--- config.mk ---
export PLATFORM = sky130hd
export DESIGN_NAME = dram_card_host
export DESIGN_NICKNAME = d
export VERILOG_FILES = /design/src/dram_card_host_pkg.sv /design/src/dram_card_host.sv /design/src/refresh_pacer.sv
export SDC_FILE = /design/constraint.sdc
export NUM_CORES = 1
export LEC_CHECK = 0
export BUFFER_PORTS_ARGS = -buffer_cell sky130_fd_sc_hd__buf_2
export CAP_MARGIN = 20
export CORE_UTILIZATION = 40
export DETAILED_ROUTE_END_ITERATION = 16
export PLACE_DENSITY = 0.63
export SLEW_MARGIN = 20
export SYNTH_ARGS = -nofsm -noshare
export SYNTH_HDL_FRONTEND = slang
export SYNTH_SLANG_ARGS = --single-unit
--- constraint.sdc ---
create_clock -name clock -period 16.6 [get_ports clock]
set_clock_uncertainty 0.15 [all_clocks]
set_input_delay 3.32 -clock clock [delete_from_list [all_inputs] [get_ports clock]]
set_output_delay 3.32 -clock clock [all_outputs]
set_load 0.02 [all_outputs]
--- src/dram_card_host_pkg.sv ---
// Shared constants and carriers for the memory card host controller.
// Assumes a single 50 MHz clock; all card timing is rounded to whole cycles.
package dram_card_host_pkg;

  localparam int CLK_MHZ = 50;

  // Least time in ns to whole cycles, never below one
  function automatic int cyc_min(input int ns);
    int c;
    c = (ns * CLK_MHZ + 999) / 1000;
    return (c < 1) ? 1 : c;
  endfunction

  //////////////////////////////////////////////////////////////////////////////
  // Card timing figures
  localparam int T_RP_NS = 40;
  localparam int T_RAS_NS = 60;
  localparam int T_CAS_NS = 15;
  localparam int T_CAC_NS = 25;
  localparam int T_CWD_NS = 50;
  localparam int T_AWD_NS = 65;
  localparam int T_RWD_NS = 80;
  localparam int T_OD_NS = 25;
  localparam int T_CWL_NS = 20;
  localparam int T_INIT_US = 100;
  localparam int T_REF_MS = 64;
  localparam int T_OPEN_MAX_US = 100;
  localparam int REF_ROWS = 512;

  localparam logic [15:0] RP_CYC = 16'(cyc_min(T_RP_NS));
  localparam logic [15:0] RAS_CYC = 16'(cyc_min(T_RAS_NS));
  localparam logic [15:0] CAS_CYC = 16'(cyc_min(T_CAS_NS));
  localparam logic [15:0] CAC_CYC = 16'(cyc_min(T_CAC_NS));
  localparam logic [15:0] CWD_CYC = 16'(cyc_min(T_CWD_NS));
  // Write strobe after column strobe: largest of the three write delays,
  // counted from the column strobe (the row and address ones start earlier)
  localparam logic [15:0] RMW_WE_CYC = 16'(cyc_min(T_RWD_NS));
  localparam logic [15:0] AWD_CYC = 16'(cyc_min(T_AWD_NS));
  localparam logic [15:0] OD_CYC = 16'(cyc_min(T_OD_NS));
  localparam logic [15:0] CWL_CYC = 16'(cyc_min(T_CWL_NS));
  localparam logic [15:0] INIT_CYC = 16'(T_INIT_US * CLK_MHZ);
  localparam logic [15:0] ROW_INTERVAL_CYC = 16'(T_REF_MS * 1000 * CLK_MHZ / REF_ROWS);
  localparam logic [15:0] OPEN_ROW_CYC = 16'(T_OPEN_MAX_US * CLK_MHZ);
  localparam logic [3:0] WAKE_COUNT = 4'h8;

  //////////////////////////////////////////////////////////////////////////////
  // Commands and carriers
  typedef enum logic [2:0] {
    CMD_READ = 3'b000,
    CMD_WRITE_EARLY = 3'b001,
    CMD_WRITE_LATE = 3'b010,
    CMD_READ_MODIFY_WRITE = 3'b011,
    CMD_ROW_ONLY_REFRESH = 3'b100,
    CMD_COLUMN_FIRST_REFRESH = 3'b101,
    CMD_BATTERY_RETENTION_REFRESH = 3'b110,
    CMD_TEST_ENTRY = 3'b111
  } cmd_e;

  typedef struct packed {
    cmd_e cmd;
    logic hidden;
    logic [1:0] bank;
    logic [3:0] lanes;
    logic [8:0] row;
    logic [8:0] col;
    logic [39:0] wdata;
  } request_s;

  typedef struct packed {
    logic [39:0] rdata;
    logic err;
  } answer_s;

  typedef struct packed {
    logic [3:0] ras_n;
    logic [3:0] cas_n;
    logic we_n;
    logic oe_n;
    logic [8:0] multiplexed_address;
    logic [39:0] data_lines_out;
    logic data_lines_drive_n;
  } card_pins_s;

  localparam card_pins_s PINS_IDLE = '{
    ras_n: 4'hf, cas_n: 4'hf, we_n: 1'b1, oe_n: 1'b1,
    multiplexed_address: 9'h000, data_lines_out: 40'h0000000000,
    data_lines_drive_n: 1'b1
  };

endpackage

--- src/dram_card_host.sv ---
// Host controller driving an asynchronous multiplexed-address memory card.
// Assumes card pins are sampled on the 50 MHz clock; tristate resolved outside.
//
// Functional notes
// - Reads keep write-enable high until the column strobe has risen.
// - Hidden refresh after a write keeps write-enable low throughout.
// - Test entry: write-enable low around a column-first refresh sequence.
// - Late write: output-enable high, write-enable falls after column strobe.
// - With output-enable tied low only early writes are issued.
// - RMW writes raise output-enable for disable time before data; late writes keep it high throughout.
// - All 512 rows refreshed within every 64 ms.
// - Row-only refresh drives the row on the address; write-enable ignored.
// - Wait 100 us then eight refreshes; repeat when interval overrun.
`timescale 1ns/1ps
module dram_card_host
  import dram_card_host_pkg::*;
#(
  parameter logic [15:0] INIT_WAIT = INIT_CYC,
  parameter logic [15:0] ROW_INTERVAL = ROW_INTERVAL_CYC,
  parameter logic [15:0] OPEN_ROW_LIMIT = OPEN_ROW_CYC
)(
  input wire logic clock,
  input wire logic rst,
  input wire logic wide_mode,
  input wire logic oe_tied_low,
  input wire logic req_valid,
  input wire request_s req,
  output logic req_ready,
  output logic ans_valid,
  output answer_s ans,
  output logic card_ready,
  output card_pins_s pins,
  input wire logic [39:0] data_lines_in
);

  typedef enum logic [3:0] {
    S_POWER_WAIT = 4'b0000,
    S_IDLE = 4'b0001,
    S_ROW = 4'b0010,
    S_COL = 4'b0011,
    S_OE_OFF = 4'b0100,
    S_LATE_WE = 4'b0101,
    S_COL_END = 4'b0110,
    S_OPEN = 4'b0111,
    S_PRECHARGE = 4'b1000,
    S_REF_SETUP = 4'b1001,
    S_REF_RAS = 4'b1010,
    S_HIDDEN_UP = 4'b1011,
    S_HIDDEN_DN = 4'b1100
  } state_e;

  typedef struct packed {
    state_e st;
    logic [15:0] cnt;
    logic [15:0] open_cnt;
    cmd_e kind;
    request_s req;
    logic pend;
    logic auto_ref;
    logic [3:0] wake_left;
    logic [8:0] ref_row;
    logic req_ready;
    logic ans_valid;
    answer_s ans;
    logic card_ready;
    logic ref_done;
    card_pins_s pins;
  } host_state_s;

  host_state_s s;
  host_state_s n;
  logic due;
  logic overdue;
  logic take;
  logic hit;

  refresh_pacer #(.ROW_INTERVAL(ROW_INTERVAL)) pacer (
    .clock(clock),
    .rst(rst),
    .taken(s.ref_done),
    .due(due),
    .overdue(overdue)
  );

  //////////////////////////////////////////////////////////////////////////////
  // Decoders

  function automatic logic is_refresh(input cmd_e k);
    return k[2];
  endfunction

  function automatic logic is_late(input cmd_e k);
    return (k == CMD_WRITE_LATE) || (k == CMD_READ_MODIFY_WRITE);
  endfunction

  // Active-high row strobe choice: wide pairs 0/2 and 1/3, narrow one-hot
  function automatic logic [3:0] ras_select(input logic [1:0] bank, input logic wide);
    if (wide)
      return bank[0] ? 4'ha : 4'h5;
    return 4'h1 << bank;
  endfunction

  // Narrow mode joins lanes 0/2 and 1/3 on the host
  function automatic logic [3:0] lane_select(input logic [3:0] lanes, input logic wide);
    return wide ? lanes : {lanes[1:0], lanes[1:0]};
  endfunction

  // Starts a card cycle of kind k from an all-strobes-high state
  function automatic host_state_s launch(input host_state_s t, input cmd_e k);
    t.kind = k;
    t.cnt = 16'h0000;
    if (is_refresh(k))
    begin
      t.st = S_REF_SETUP;
      t.pins.cas_n = (k == CMD_ROW_ONLY_REFRESH) ? 4'hf : 4'h0;
      t.pins.we_n = (k != CMD_TEST_ENTRY);
      t.pins.multiplexed_address = (k == CMD_ROW_ONLY_REFRESH) ? t.ref_row : 9'h000;
    end
    else
    begin
      t.st = S_ROW;
      t.pins.multiplexed_address = t.req.row;
    end
    return t;
  endfunction

  //////////////////////////////////////////////////////////////////////////////
  // Next state

  always_comb
  begin
    n = s;
    n.ans_valid = 1'b0;
    n.ref_done = 1'b0;
    n.cnt = s.cnt + 16'h0001;
    take = s.req_ready && req_valid;
    hit = !is_refresh(req.cmd) && req.bank == s.req.bank && req.row == s.req.row;
    if (overdue && s.card_ready && s.wake_left == 4'h0)
      n.wake_left = WAKE_COUNT;
    unique case (s.st)
      S_POWER_WAIT:
      begin
        if (s.cnt == INIT_WAIT - 16'h0001)
        begin
          n.st = S_IDLE;
          n.wake_left = WAKE_COUNT;
        end
      end
      S_IDLE, S_OPEN:
      begin
        n.open_cnt = s.open_cnt + 16'h0001;
        if (take && oe_tied_low && is_late(req.cmd))
        begin
          n.ans_valid = 1'b1;
          n.ans.err = 1'b1;
        end
        else if (take && s.st == S_OPEN && hit)
        begin
          n.req = req;
          n.kind = req.cmd;
          n.st = S_ROW;
          n.cnt = 16'h0001;
        end
        else if (take)
        begin
          n.req = req;
          n.auto_ref = 1'b0;
          if (s.st == S_OPEN)
          begin
            n.st = S_PRECHARGE;
            n.pins = PINS_IDLE;
            n.pend = 1'b1;
            n.cnt = 16'h0000;
          end
          else
            n = launch(n, req.cmd);
        end
        else if (s.st == S_OPEN &&
                 (due || s.wake_left != 4'h0 || s.open_cnt == OPEN_ROW_LIMIT - 16'h0001))
        begin
          n.st = S_PRECHARGE;
          n.pins = PINS_IDLE;
          n.cnt = 16'h0000;
        end
        else if (s.st == S_IDLE && (due || s.wake_left != 4'h0))
        begin
          n.auto_ref = 1'b1;
          n = launch(n, CMD_COLUMN_FIRST_REFRESH);
        end
      end
      S_ROW:
      begin
        if (s.cnt == 16'h0000)
          n.pins.ras_n = ~ras_select(s.req.bank, wide_mode);
        else if (s.cnt == 16'h0001)
        begin
          n.pins.multiplexed_address = s.req.col;
          n.pins.we_n = (s.kind != CMD_WRITE_EARLY);
          n.pins.oe_n = !(s.kind == CMD_READ || s.kind == CMD_READ_MODIFY_WRITE);
          n.pins.data_lines_out = s.req.wdata;
          n.pins.data_lines_drive_n = (s.kind != CMD_WRITE_EARLY);
        end
        else
        begin
          n.pins.cas_n = ~lane_select(s.req.lanes, wide_mode);
          n.st = S_COL;
          n.cnt = 16'h0000;
        end
      end
      S_COL:
      begin
        if ((s.kind == CMD_READ || s.kind == CMD_READ_MODIFY_WRITE) &&
            s.cnt == CAC_CYC - 16'h0001)
          n.ans.rdata = data_lines_in;
        unique case (s.kind)
          CMD_WRITE_LATE:
          begin
            n.st = S_LATE_WE;
            n.pins.we_n = 1'b0;
            n.pins.data_lines_drive_n = 1'b0;
            n.cnt = 16'h0000;
          end
          CMD_READ_MODIFY_WRITE:
          begin
            if (s.cnt == RMW_WE_CYC - 16'h0001)
            begin
              n.st = S_OE_OFF;
              n.pins.oe_n = 1'b1;
              n.cnt = 16'h0000;
            end
          end
          default:
          begin
            if (s.cnt == ((s.kind == CMD_READ) ? CAC_CYC : CAS_CYC) - 16'h0001)
              n.st = S_COL_END;
          end
        endcase
      end
      S_OE_OFF:
      begin
        if (s.cnt == OD_CYC - 16'h0001)
        begin
          n.st = S_LATE_WE;
          n.pins.we_n = 1'b0;
          n.pins.data_lines_drive_n = 1'b0;
          n.cnt = 16'h0000;
        end
      end
      S_LATE_WE:
      begin
        if (s.cnt == CWL_CYC - 16'h0001)
          n.st = S_COL_END;
      end
      S_COL_END:
      begin
        // Strobe already up; release write-enable and data one cycle later
        n.st = S_OPEN;
        n.pins.we_n = 1'b1;
        n.pins.oe_n = 1'b1;
        n.pins.data_lines_drive_n = 1'b1;
        n.open_cnt = 16'h0000;
      end
      S_HIDDEN_UP:
      begin
        if (s.cnt == RP_CYC - 16'h0001)
        begin
          n.st = S_HIDDEN_DN;
          n.pins.ras_n = 4'h0;
          n.cnt = 16'h0000;
        end
      end
      S_REF_SETUP:
      begin
        n.st = S_REF_RAS;
        n.pins.ras_n = 4'h0;
        n.cnt = 16'h0000;
      end
      S_HIDDEN_DN, S_REF_RAS:
      begin
        if (s.cnt == RAS_CYC - 16'h0001)
        begin
          n.st = S_PRECHARGE;
          n.pins = PINS_IDLE;
          n.cnt = 16'h0000;
          n.ref_done = s.auto_ref || s.st == S_HIDDEN_DN;
          if (s.kind == CMD_ROW_ONLY_REFRESH)
            n.ref_row = s.ref_row + 9'h001;
          if (s.auto_ref && s.wake_left != 4'h0)
            n.wake_left = s.wake_left - 4'h1;
          if (s.auto_ref && s.wake_left == 4'h1)
            n.card_ready = 1'b1;
          if (!s.auto_ref && s.st == S_REF_RAS)
          begin
            n.ans_valid = 1'b1;
            n.ans.err = 1'b0;
          end
        end
      end
      S_PRECHARGE:
      begin
        if (s.cnt == RP_CYC - 16'h0001)
        begin
          n.st = S_IDLE;
          if (s.pend)
          begin
            n.pend = 1'b0;
            n = launch(n, s.req.cmd);
          end
        end
      end
      default:
      begin
        n.st = S_PRECHARGE;
        n.pins = PINS_IDLE;
        n.cnt = 16'h0000;
      end
    endcase
    // Leaving the column phase: answer, then close column or hide a refresh
    if ((s.st == S_COL || s.st == S_LATE_WE) && n.st == S_COL_END)
    begin
      n.ans_valid = 1'b1;
      n.ans.err = 1'b0;
      if (s.req.hidden)
      begin
        n.st = S_HIDDEN_UP;
        n.pins.ras_n = 4'hf;
        n.pins.data_lines_drive_n = 1'b1;
        n.cnt = 16'h0000;
      end
      else
        n.pins.cas_n = 4'hf;
    end
    n.req_ready = (n.st == S_IDLE || n.st == S_OPEN) && n.wake_left == 4'h0 && !due;
  end

  always_ff @(posedge clock or posedge rst)
  begin
    if (rst)
    begin
      s <= '0;
      s.pins <= PINS_IDLE;
    end
    else
      s <= n;
  end

  assign req_ready = s.req_ready;
  assign ans_valid = s.ans_valid;
  assign ans = s.ans;
  assign card_ready = s.card_ready;
  assign pins = s.pins;

  logic [3:0] wake_done;
  logic [15:0] cas_low_cnt;

  always_ff @(posedge clock or posedge rst)
  begin
    if (rst)
    begin
      wake_done <= 4'h0;
      cas_low_cnt <= 16'h0000;
    end
    else
    begin
      if (s.ref_done && !s.card_ready)
        wake_done <= wake_done + 4'h1;
      cas_low_cnt <= (s.pins.cas_n == 4'hf) ? 16'h0000 : cas_low_cnt + 16'h0001;
    end
  end
endmodule

--- src/refresh_pacer.sv ---
// Row refresh pacing: one refresh owed per row interval, saturating backlog.
// Assumes taken is a one-cycle pulse per completed refresh.
`timescale 1ns/1ps
module refresh_pacer
  import dram_card_host_pkg::*;
#(
  parameter logic [15:0] ROW_INTERVAL = ROW_INTERVAL_CYC
)(
  input wire logic clock,
  input wire logic rst,
  input wire logic taken,
  output logic due,
  output logic overdue
);

  typedef struct packed {
    logic [15:0] cnt;
    logic [1:0] pending;
    logic due;
    logic overdue;
  } pacer_s;

  pacer_s s;
  pacer_s next_s;
  logic wrap;

  always_comb
  begin
    next_s = s;
    wrap = (s.cnt == ROW_INTERVAL - 16'h0001);
    next_s.cnt = wrap ? 16'h0000 : s.cnt + 16'h0001;
    // A new owed refresh and a taken one in the same cycle cancel
    if (wrap && !taken && s.pending != 2'h3)
    begin
      next_s.pending = s.pending + 2'h1;
    end
    else if (!wrap && taken && s.pending != 2'h0)
    begin
      next_s.pending = s.pending - 2'h1;
    end
    next_s.due = (next_s.pending != 2'h0);
    // Backlog saturated: interval missed, wake-up must be repeated
    next_s.overdue = (next_s.pending == 2'h3);
  end

  always_ff @(posedge clock or posedge rst)
  begin
    if (rst)
      s <= '0;
    else
      s <= next_s;
  end

  assign due = s.due;
  assign overdue = s.overdue;
endmodule

==> results.ini <==
[finish]
syn_to_final_growth_pct=12.7
final-seq-area_um2=6190
post_route_cells_drive_above_1_share_pct=26.0
filler_cell_count=3054
nets=1525
multi_input_comb_area_um2=5570

[cts]
cts-hold-fix-buffers=0
buffer_cell_driving_the_clock_tree_root=sky130_fd_sc_hd__clkbuf_16
ctsHtreeMaxLevel=1
clk_path_buf_depth=3
cts_num_sinks=247
cts_inserted_buffers=28
clk_latency_ns=0.54
cts_tree=built
postCtsSetupBuffers=0
clk_pin_slew_ns=0.06
post_cts_resized=0

[synthesis]
synthTopCellsByArea=sky130_fd_sc_hd__dfrtp_1 (46%), sky130_fd_sc_hd__nand2_1 (7.1%), sky130_fd_sc_hd__buf_4 (6.2%), sky130_fd_sc_hd__mux2_2 (4.0%), sky130_fd_sc_hd__a22o_1 (3.1%)
synth_cell_types=93
ys_async_sr_fraction_pct=100
synth_area_leader_cell=sky130_fd_sc_hd__dfrtp_1
synth_top_cell_area_share_pct=46.0
synth-edff-count=0
ys_ff_latch=247
number_of_warning_messages_in_the_yosys_log=0
synth_nets=1425
synthFlopType=sky130_fd_sc_hd__dfrtp_1
netlist_instances=1300
avg_inst_size_synth_um2=9.88
synth_sequential_area_ratio_pct=48.2
yosysMostFrequentCell=sky130_fd_sc_hd__nand2_1
netlist_top_cells_count=sky130_fd_sc_hd__nand2_1 (242), sky130_fd_sc_hd__dfrtp_1 (236), sky130_fd_sc_hd__buf_4 (106)
synth_cell_area_um2=12800

[routing]
drtIter0Drc=666
viasPerCell=5.44
wl_per_cell_um=17.8
post_detailed_route_count_of_antenna_violating_nets=0
dr.pass1.iters=7
vias=9925
drt-total-wl_um=32500
post-route-drc-count=0

[floorplan]
row_count=65
floorplan.io_pins=217
die_y_um=181
fp.dieW_um=181
fp.dieArea_um2=32800
initial_core_util_pct=40.7
core_um2=31600

[timing]
rsz0062_at_grt=no
final.setup.tns_ns=0
final-max-slew-violation-count=0
max_slew_headroom_pct=34.0
setup_viol_count_final=0
fin_crit_sh_pct=32.5
max_freq_mhz=185
actual_transition_at_the_worst_max_transition_pin_ns=0.986
fin_ws_ns=11.21
finalCriticalPeriod_ns=5.39
hold_violations=0

[pwr]
share_seq_of_total_power_pct=36.4
power_switching_uw=1020
power.internal_uw=1560
leakage_uw=0.00710
share_of_total_power_consumed_by_net_switching_pct=39.6
p_per_area_nw_per_um2=179
vdd_drop_max_uv=80.3
combinationalPowerShare_pct=39.2
clk_network_pwr_share_pct=24.4

[worst_setup_path]
worstPathRequired_ns=16.98
worst-endpoint-arrival_ns=5.77
worst-setup-path-type=input port to asynchronous set/reset pin
worstPathMaxFanout=96
critPathCaptureType=asynchronous set/reset pin
start_kind=input port

[global_route]
grt_antenna_before_repair=3
grt_first_pass_wirelength_um=51800
vias_in_the_first_global_route=9557
largest_net_degree_at_the_start_of_global_routing=97
overflow=0
gr-usage-all-layers_pct=19.6

[place]
gp_routability_congestion=0.937
io_buffers=216
place_ws_ns=10.48
hpwlAfterDp_um=22500

[hold_path]
hold_class=register to register

[flow_run]
max_cap_viol_count=0

[status]
outcome=finished, final reports clean

worst max-delay path: stages:
cell	delay (ns)
sky130_fd_sc_hd__buf_2	0.13
sky130_fd_sc_hd__inv_8	0.45
sky130_fd_sc_hd__buf_4	0.87
sky130_fd_sc_hd__buf_4	0.86
layout by cell type, fill, tap and decap left out, drive strengths merged, types with 24 or more instances in the layout:
master	instances
o21ai	43
nand3	47
clkbuf	41
xor2	24
a22o	46
nor3	25
buf	229
nor2	78
mux2	53
dfrtp	236
a21oi	46
nand2	242
xnor2	36
layout make-up:
class	instances	area share (%)
diodes	2	0.0346
clock buffers	41	5.74
clock inverters	10	0.881
inverters	17	0.492
multi-input cells	877	38.5
flip-flops and latches	247	42.8
well taps	402	3.47
repair buffers	229	8.14
logic make-up (layout without fill, tap and decap cells):
logic type               Yosys count  after routing  share of synthesized area [%]
buffers and inverters            176            297                           8.55
flip-flops                       247            247                           48.2
multiplexers                      57             57                           4.96
adder cells (fa/ha/maj)           12             12                           1.17
AO/OA/AOI/OAI                    217            217                           12.1
XOR/XNOR                          60             60                           4.09
AND/OR/NAND/NOR                  531            531                           20.9
other                              0              2                              0
flip-flops by register name, summed over array words and instances, names as in the netlist:
name and flops:
pins 60, ans 41, s 123, pacer.due 1
req_ready 1, pacer.s 18, card_ready 1, pacer.overdue 1
ans_valid 1
metrics by stage:
step	util [%]	hold slack, ns	total power [uW]	area, um2	instances
global placement	42.8	0.309	1940	13500	1772
detailed placement	42.8	0.313	1960	13500	1772
finish	45.9	0.320	2590	14500	1825
CTS	45.9	0.326	2600	14500	1823
floorplan	-	0.295	1760	12800	1300
global route	45.9	0.344	2750	14500	1825
path summary, 6_finish.rpt:
path,endpoint,cells after the start,slack (ns),startpoint
max,s[180]$_DFFE_PP0P_,4,11.21,rst
min,pacer.s[19]$_DFF_PP0_,1,0.32,pacer.s[19]$_DFF_PP0_
max reg2reg,s[174]$_DFFE_PP0P_,6,12.97,s[223]$_DFF_PP0_
min reg2reg,pacer.s[19]$_DFF_PP0_,1,0.32,pacer.s[19]$_DFF_PP0_
max in group clock,pins[59]$_DFF_PP1_,8,11.36,req[67]
min in group asynchronous,ans[27]$_DFFE_PP0P_,2,2.74,rst
power by group through the flow:
stage               Clock (uW)  Sequential, uW  Combinational, uW
finish                     630             943               1010
global route               674             968               1110
CTS                        650             942               1010
detailed placement           0             949               1010
global placement             0             944                995
floorplan                    0             895                866
layer usage:
metal | wire length [um] | vias to the layer above | global-route usage, % | share of wire [%]
met4 | 1000 | 2 | 7.02 | 3.1
met3 | 2210 | 71 | 3.95 | 6.8
met2 | 14400 | 404 | 29.9 | 44
li1 | - | 4648 | - | -
met1 | 14800 | 4800 | 27.5 | 46
met5 | 8 | - | 0 | 0.025
Power figures use the tool's default switching activity.
